### config.mk
export PLATFORM = sky130hd
export DESIGN_NAME = expiry_timer
export DESIGN_NICKNAME = d
export VERILOG_FILES = /design/src/hw/expiry_timer_pkg.sv /design/src/hw/tick_if.sv /design/src/hw/tick_divider.sv /design/src/hw/expiry_timer.sv
export VERILOG_INCLUDE_DIRS = /design/src /design/src/hw
export SDC_FILE = /design/constraint.sdc
export NUM_CORES = 1
export LEC_CHECK = 0
export BUFFER_PORTS_ARGS = -buffer_cell sky130_fd_sc_hd__buf_2
export CORE_MARGIN = 4
export CORE_UTILIZATION = 34
export DETAILED_ROUTE_END_ITERATION = 16
export SYNTH_ARGS = -nofsm -noshare
export SYNTH_HDL_FRONTEND = slang
export SYNTH_SLANG_ARGS = --single-unit
### constraint.sdc
create_clock -name mclk -period 6.2 [get_ports mclk]
set_input_delay 1.24 -clock mclk [delete_from_list [all_inputs] [get_ports mclk]]
set_output_delay 1.24 -clock mclk [all_outputs]
set_load 0.02 [all_outputs]
### src/hw/expiry_timer_defines.svh
// timing counts and reset values for the expiry timer
`ifndef EXPIRY_TIMER_DEFINES_SVH
`define EXPIRY_TIMER_DEFINES_SVH
`define CLK_PERIOD_PS 5000
`define TICK_PERIOD_NS 1000
`define TICK_CYCLES (`TICK_PERIOD_NS * 1000 / `CLK_PERIOD_PS)
`define TIMEOUT_DEFAULT_US 2000
`define TIMEOUT_DEFAULT_TICKS 20'h007D0
`define TIMEOUT_W 20
`define TICK_DIV_W 8
`endif

### src/hw/expiry_timer_pkg.sv
// types for the expiry timer
package expiry_timer_pkg;
  typedef logic [19:0] timeout_t;
  typedef enum logic [1:0] {
    ST_FROZEN = 2'b00,
    ST_COUNT = 2'b01,
    ST_FIRE = 2'b10
  } timer_state_e;
endpackage : expiry_timer_pkg

### src/hw/tick_if.sv
// carrier for the tick strobe between divider and timer core
`timescale 1ns/1ps
interface tick_if;
  logic run;
  logic tick;
  modport src (input run, output tick);
  modport dst (output run, input tick);
endinterface : tick_if

### src/hw/tick_divider.sv
// divider that makes the one-cycle counting tick
`timescale 1ns/1ps
`include "expiry_timer_defines.svh"
module tick_divider
  import expiry_timer_pkg::*;
(
  input wire logic mclk,
  input wire logic srst,
  tick_if.src tk
);
  localparam int DIV_W = `TICK_DIV_W;
  localparam logic [`TICK_DIV_W-1:0] DIV_LAST = DIV_W'(`TICK_CYCLES - 1);
  logic [`TICK_DIV_W-1:0] div_reg;
  logic [`TICK_DIV_W-1:0] div_next;
  wire wrap = (div_reg == DIV_LAST);

  // divider restarts whenever counting is halted, so ticks stay aligned
  assign div_next = (!tk.run || wrap) ? '0 : div_reg + 1'b1;
  assign tk.tick = tk.run && wrap;

  always_ff @(posedge mclk) begin
    if (srst) begin
      div_reg <= '0;
    end else begin
      div_reg <= div_next;
    end
  end
endmodule : tick_divider

### src/hw/expiry_timer.sv
// expiry timer core: enable, programmable timeout, warm reset on expiry
// Functional notes
// reset loads the default timeout of 2 ms.
// after reset the timer is disabled and does not count.
// counting starts only after software writes the enable.
// once enabled the counter advances toward the current timeout.
// a timeout write while running takes effect on the running count.
// at timeout, issue warm reset to system and drive reset output.
// after its own warm reset the timer restarts, staying enabled.
// every warm reset restores the 2 ms timeout.
// power-on reset freezes the timer until enabled again.
// counter advances on a fixed 1 us tick; timeout counts ticks.
`timescale 1ns/1ps
`include "expiry_timer_defines.svh"
module expiry_timer
  import expiry_timer_pkg::*;
(
  input wire logic mclk,
  input wire logic srst,
  input wire logic por_in,
  input wire logic enable_wr,
  input wire logic timeout_wr,
  input wire timeout_t timeout_wdata,
  output logic warm_rst,
  output logic rst_out,
  output logic running,
  output timeout_t count,
  output timeout_t timeout
);

  // default timeout in ticks, restored by srst, por and every expiry
  localparam timeout_t TMO_DEFAULT = `TIMEOUT_DEFAULT_TICKS;
  // smallest legal timeout; a zero write is stored as one tick instead
  localparam timeout_t TMO_MIN = 20'h00001;
  // one step of the tick counter
  localparam timeout_t CNT_STEP = 20'h00001;

  // sequencer state
  timer_state_e state_reg;
  timer_state_e state_next;

  // tick count since enable or since the last expiry
  timeout_t cnt_reg;
  timeout_t cnt_next;

  // live timeout, in ticks
  timeout_t tmo_reg;
  timeout_t tmo_next;

  // power-on reset synchroniser
  logic por_s1_reg;
  logic por_s2_reg;

  // registered expiry pulse that feeds both reset outputs
  logic fire_reg;
  logic fire_next;

  // decoded state
  logic st_frozen;
  logic st_count;
  logic st_fire;

  // decoded sequencing events
  logic por_hold;
  logic enable_take;
  logic tick_seen;
  logic expire;

  // decoded timeout events
  logic tmo_take;
  logic tmo_restore;
  timeout_t wdata_legal;

  // decoded counter events
  logic cnt_clear;
  logic cnt_step;
  timeout_t cnt_inc;

  // tick strobe carrier between the divider and this core
  tick_if tk ();

  // fixed 1 us tick; the divider sits at zero while not counting
  tick_divider tick_divider_inst (
    .mclk(mclk),
    .srst(srst),
    .tk(tk)
  );

  // por pin is asynchronous to mclk: first synchroniser stage
  always_ff @(posedge mclk) begin
    if (srst) begin
      por_s1_reg <= 1'b0;
    end else begin
      por_s1_reg <= por_in;
    end
  end

  // second stage; only this flop reads the first one
  always_ff @(posedge mclk) begin
    if (srst) begin
      por_s2_reg <= 1'b0;
    end else begin
      por_s2_reg <= por_s1_reg;
    end
  end

  // state decode
  assign st_frozen = (state_reg == ST_FROZEN);
  assign st_count = (state_reg == ST_COUNT);
  assign st_fire = (state_reg == ST_FIRE);

  // divider runs only while counting, so every count starts tick-aligned
  assign tk.run = st_count;
  assign tick_seen = tk.tick;

  // synchronised por outranks every software strobe
  assign por_hold = por_s2_reg;
  // an enable while already running has nothing left to do
  assign enable_take = st_frozen && enable_wr && !por_hold;

  // cannot wrap: the count stops at the timeout, at most all ones
  assign cnt_inc = cnt_reg + CNT_STEP;
  // compared against the live timeout; a value lowered below the count
  // expires on the next tick rather than at once
  assign expire = st_count && tick_seen && (cnt_inc >= tmo_reg);

  // next state; por freezes the timer from any state
  always_comb begin
    state_next = state_reg;
    unique case (state_reg)
      ST_FROZEN: begin
        if (enable_take) begin
          state_next = ST_COUNT;
        end else begin
          state_next = ST_FROZEN;
        end
      end
      ST_COUNT: begin
        if (expire) begin
          state_next = ST_FIRE;
        end else begin
          state_next = ST_COUNT;
        end
      end
      ST_FIRE: begin
        state_next = ST_COUNT;
      end
      default: begin
        state_next = ST_FROZEN;
      end
    endcase
    if (por_hold) begin
      state_next = ST_FROZEN;
    end
  end

  // counter: held at zero unless counting, steps once per tick
  assign cnt_clear = !st_count || por_hold;
  assign cnt_step = st_count && tick_seen;
  assign cnt_next = cnt_clear ? '0 :
                    (cnt_step ? cnt_inc : cnt_reg);

  // timeout: warm reset and por restore the default
  assign tmo_restore = por_hold || st_fire;
  // a write in the expiry cycle is lost so the default always wins there
  assign tmo_take = timeout_wr && !tmo_restore;
  assign wdata_legal = (timeout_wdata == '0) ? TMO_MIN :
                       timeout_wdata;
  assign tmo_next = tmo_restore ? TMO_DEFAULT :
                    (tmo_take ? wdata_legal : tmo_reg);

  // the expiry pulse lasts exactly the fire cycle
  assign fire_next = (state_next == ST_FIRE);

  // sequencer state; reset leaves the timer disabled
  always_ff @(posedge mclk) begin
    if (srst) begin
      state_reg <= ST_FROZEN;
    end else begin
      state_reg <= state_next;
    end
  end

  // tick counter
  always_ff @(posedge mclk) begin
    if (srst) begin
      cnt_reg <= '0;
    end else begin
      cnt_reg <= cnt_next;
    end
  end

  // live timeout; reset loads the 2 ms default
  always_ff @(posedge mclk) begin
    if (srst) begin
      tmo_reg <= TMO_DEFAULT;
    end else begin
      tmo_reg <= tmo_next;
    end
  end

  // expiry pulse flop, so the reset outputs carry no decode glitches
  always_ff @(posedge mclk) begin
    if (srst) begin
      fire_reg <= 1'b0;
    end else begin
      fire_reg <= fire_next;
    end
  end

  // reset outputs: one-cycle pulse on expiry
  assign warm_rst = fire_reg;
  assign rst_out = fire_reg;

  // status outputs: count and timeout straight from the flops, running decoded from the state
  assign running = !st_frozen;
  assign count = cnt_reg;
  assign timeout = tmo_reg;
endmodule : expiry_timer

======== Yosys cells after proc, flatten, opt, wreduce, memory -nomap -nowiden ========
Index checks and enable logic that the tools add are counted.
storage, ports and cells
  flip-flop bits (word level) ............. 53
  bits of input ports ..................... 25
  output and inout port bits .............. 43
  logic and storage cells ................. 37
cells by class
  add/subtract/negate cells ............... 2
  $lt $le $gt $ge ......................... 1
  eq/ne operators ......................... 4
  mux-type cells .......................... 5
  reductions and logical operators ........ 18
operators by type and width
  kind                                                  count
  adder 20 x 1 -> 20 bit (second input constant)        1
  >= comparator 20 bit                                  1
  zero test 20 bit                                      1
  two-way mux 20 bit                                    1
  adder 8 x 1 -> 8 bit (second input constant)          1
  equality test 8 bit (second input constant)           1
  logical AND 1 bit                                     6
  case mux 2 bit (3 select lines)                       1
  OR reduction 2 bit                                    3
  equality test 2 bit (second input constant)           2
  zero test 1 bit                                       4
  two-way mux 2 bit                                     2
  logical OR 1 bit                                      3
  equality test 2 x 1 -> 1 bit (second input constant)  1
  zero test 2 bit                                       1
  two-way mux 1 bit                                     1

======== Logic depth before layout (Yosys ltp) ========
  depth after elaboration ................. 8
  mapped depth ............................ 12
  depth with buffers taken out ............ 11

======== Cells and area by module ========
From an unflattened synthesis, not the netlist that was laid out.
unflattened totals
  cells, all modules ...................... 344
  area total of the unflattened synthesis .. 2,974.1 um2
by module, submodules not included
  module        instances  cells each  area each (um2)  seq. area each (um2)
  expiry_timer  1          305         2,617.5          900.9
  tick_divider  1          39          356.6            160.2

======== Worst setup path before layout ========
Ideal clock, no wire load.
  kind .................................... register -> register
  from .................................... reg cnt_reg[0] (netlist: count[0])
  to ...................................... reg fire_reg (netlist: rst_out)
  setup time .............................. 60 ps
  data arrival time ....................... 2,743 ps
  data required time ...................... 6,140 ps
  slack ................................... 3,397 ps
  cell stages (with the launch flop) ...... 12
  buffers on the path ..................... 0
  period minus slack after synthesis ...... 2,803 ps
  path through ............................ dfxtp_1 > ha_1 > nand4_1 > nor3_2 > nand3_1 > xnor2_1 > ha_1 > nand4_1 > nor4_1 > o311ai_0 > nand4_1 > and3_1
between the ends
  word-level cells in the longest chain between the ends .. 7
ends and longest elaborated chain
  item                             line                 RTL
  from (decl)                      expiry_timer.sv:43   timeout_t cnt_reg;
  from (signal assigned)           expiry_timer.sv:189  cnt_reg <= cnt_next;
  adder 20 x 1 -> 20 bit           expiry_timer.sv:122  assign cnt_inc = cnt_reg + CNT_STEP;
  via cnt_inc[18]                  expiry_timer.sv:77   timeout_t cnt_inc;
  >= comparator 20 bit             expiry_timer.sv:125  assign expire = st_count && tick_seen && (cnt_inc >= tmo_reg);
  logical AND 1 bit                expiry_timer.sv:125
  two-way mux 2 bit                expiry_timer.sv:139  if (expire) begin
  case mux 2 bit (3 select lines)  expiry_timer.sv:130  unique case (state_reg)
  two-way mux 2 bit                expiry_timer.sv:152  if (por_hold) begin
  equality test 2 bit              expiry_timer.sv:173  assign fire_next = (state_next == ST_FIRE);
  to (signal assigned)             expiry_timer.sv:207  fire_reg <= fire_next;
  to (decl)                        expiry_timer.sv:55   logic fire_reg;
The timed path passes the listed nets, and every way through them passes these cells.
A chain may end at the register's enable or synchronous reset.

======== Final worst setup path ========
Same ends and word-level chain as after synthesis.

==> results.md <==
- Status: completed
- Critical path arrival: 3290 ps
- Ys Warns: 0
- Post-CTS Hold Buffers: 0
- Max-Cap Viols: 0
- Area occupied by multi-input gates: 0.00165 mm2
- Top_reg_cell synth: dfxtp_1
- Largest net degree at the start of global routing: 25
- CTS root buffer: clkbuf_8
- Crit end category: flop
- Worst min-delay path class: reg2reg
- Post-Synth Simple-Gate Area: 0.249
- Post-CTS Setup Bufs: 0
- Filler Cells Inserted: 876
- Yosys top cell by area: dfxtp_1
- Most common cell after layout, fill and taps aside: buf_2
- TritonCTS clock tree: done
- Sequential element share of the synthesized area: 0.369
- Post-DP HPWL: 5530 um
- Share of cells above drive strength 1: 0.232
- Initial antenna violation count: 0
- Setup CP Type: reg2reg
- Largest fanout on the critical path: 8
- GRT overflow: 0
- DRT Pass-1 Iters: 4
- Top cell type's share of synthesized area: 0.369
- Crit-path max cell delay: 470 ps
- Slowest-stage cell, CP: dfxtp_1
- Power after layout: 633 uW
- GRT Util Overall: 0.147
- PD cells: 189 mW/mm2
- Slew headroom: 0.263
- Synth Area in Adders: 0.0957
- Vias in the first global route: 2436
- Area Growth Syn to Fin: 16.5%
- Crit path required time: 6450 ps
- Clk_lat worst skew: 310 ps
- Final GP Congestion: 0.816
- CTS sink cnt: 53
- LEAKAGE: 1.52 nW
- Syn Area/Cell: 8.74 um2
- Fin crit share: 0.489
- DR iter-0 viols: 63
- Number of remaining DRC errors: 0
- Mux cell area share after synthesis: 0.00348
- Ys async rst share: 0
- Number of synthesized register bits: 53
- Post-synthesis cell count: 329
- H-tree levels: 2
- Final setup violation count: 0
- CP cell instances: ha_1 > nand4_1 > nor3_2 > nand3_1 > xnor2_1 > ha_1 > nand4_1 > nor4_1 > o311ai_0 > nand4_1 > and3_1
- Clk_skew: 8.24 ps
- Nets: 439
- Placeable core area: 0.00822 mm2
- Post-Synth XOR/XNOR Area: 0.125
- Row count: 33
- Main combinational cell family by area after synthesis: simple AND/OR/NAND/NOR gates
- Worst-margin pin slew: 1100 ps
- EDFF count, synth: 0
- Die Y: 100 um
- Drt wl/cell: 13.9 um
- Die footprint: 0.00999 mm2
- Via count: 2445
- Commonest cells after routing, fill and taps aside: 67 x buf_2, 53 x dfxtp_1, 39 x nand2_1, 31 x nor2_1, 25 x xor2_1
- Avg Vias per Cell: 4.91
- Area of the mapped netlist: 0.00288 mm2
- RSZ-0062 raised after global routing: no
- Setup TNS: 0 ps
- Count of cell types in the netlist: 40
- Final Max Tran Viols: 0
- Top post-synthesis cells by area: dfxtp_1 37%, ha_1 9.6%, xor2_1 7.6%
- Post-Route Utilization: 0.408
- Final hold vios: 0
- DRT Wirelength: 6940 um
- Post-synth net total: 376
- # IOs: 68
- FF+latch area: 0.00106 mm2
- CP dominant cell by count: nand4_1
- Diode count: 0
- CP startpoint kind: flop
- Initial Util: 0.350
- Compound-gate portion of the synthesized area: 0.0979
- Total CTS buffers: 5
- Worst vdd ir: 0.000129 V
- Detail Route Antenna Nets: 0
- Global-route wire length before repair: 11700 um
- IO buf count: 67
- Clk buf depth: 2
- Die width: 100 um
- Final Critical Period: 3030 ps
- Fmax: 330 MHz
- # resized after CTS: 0
- Clk slew on worst S/H paths: 90 ps
cell type report:
cell class	count	share of cell area
clock buffer	8	0.0239
inverter	21	0.0235
multi-input combinational	242	0.492
sequential	53	0.317
tap	105	0.0392
timing repair buffer	69	0.105
synthesized netlist by cell type, types with 2 or more instances:
library cell  count
a21oi_1          16
and3_1            6
and3_2            2
buf_2             3
clkbuf_1          7
dfxtp_1          53
ha_1             22
inv_1            21
nand2_1          39
nand2b_1          3
nand3_1          15
nand4_1          13
nor2_1           31
nor2b_1           6
nor3_1            6
nor4_1            6
nor4_4            2
o211ai_1          6
o21ai_0           5
o221a_2           8
xnor2_1          16
xor2_1           25
worst max-delay path, delay by kind of cell, from the launching register on:
family	cells	cell delay, ps
simple gates	7	1590
compound gates	1	210
flops	1	470
fa+ha+maj	2	550
xor+xnor	1	160
cells by family (layout without fill, tap and decap cells):
group                    after synthesis  in the layout
AO/OA/AOI/OAI                         40             40
XOR/XNOR                              41             41
adder cells (fa/ha/maj)               22             22
buffers and inverters                 34             98
flip-flops                            53             53
multiplexers                           1              1
AND/OR/NAND/NOR                      138            138
final timing paths:
path / from / endpoint / slack [ps] / cells past startpoint
setup reg to reg: count[0] / rst_out / 3170 / 11
hold reg to reg: por_s1_reg / por_hold / 440 / 1
setup / recovery: count[0] / rst_out / 3170 / 11
hold / removal: por_s1_reg / por_hold / 440 / 1
stage by stage:
| stage | setup WS (ps) | instances | hold slack, ps | cell area (um2) |
|---|---|---|---|---|
| 4_1_cts | 3160 | 498 | 447 | 3350 |
| 2_1_floorplan | 3400 | 329 | 413 | 2880 |
| 3_3_place_gp | 3350 | 490 | 418 | 3270 |
| 3_5_place_dp | 3160 | 490 | 425 | 3270 |
| 6_report | 3170 | 498 | 444 | 3350 |
| 5_1_grt | 2780 | 498 | 470 | 3350 |
power breakdown:
part | total (mW) | internal (mW) | switching [mW]
clock network | 0.189 | 0.0806 | 0.109
logic | 0.0824 | 0.0305 | 0.0519
registers | 0.361 | 0.352 | 0.00931
metal layers:
| layer | vias up | global-route usage | share of wire |
|---|---|---|---|
| met5 | - | 0 | 0 |
| met2 | 42 | 0.249 | 0.47 |
| li1 | 1265 | - | - |
| met4 | 0 | 0.0378 | 0.010 |
| met3 | 7 | 0.0382 | 0.055 |
| met1 | 1131 | 0.187 | 0.46 |
No activity file was read; power rests on OpenSTA's default activity.
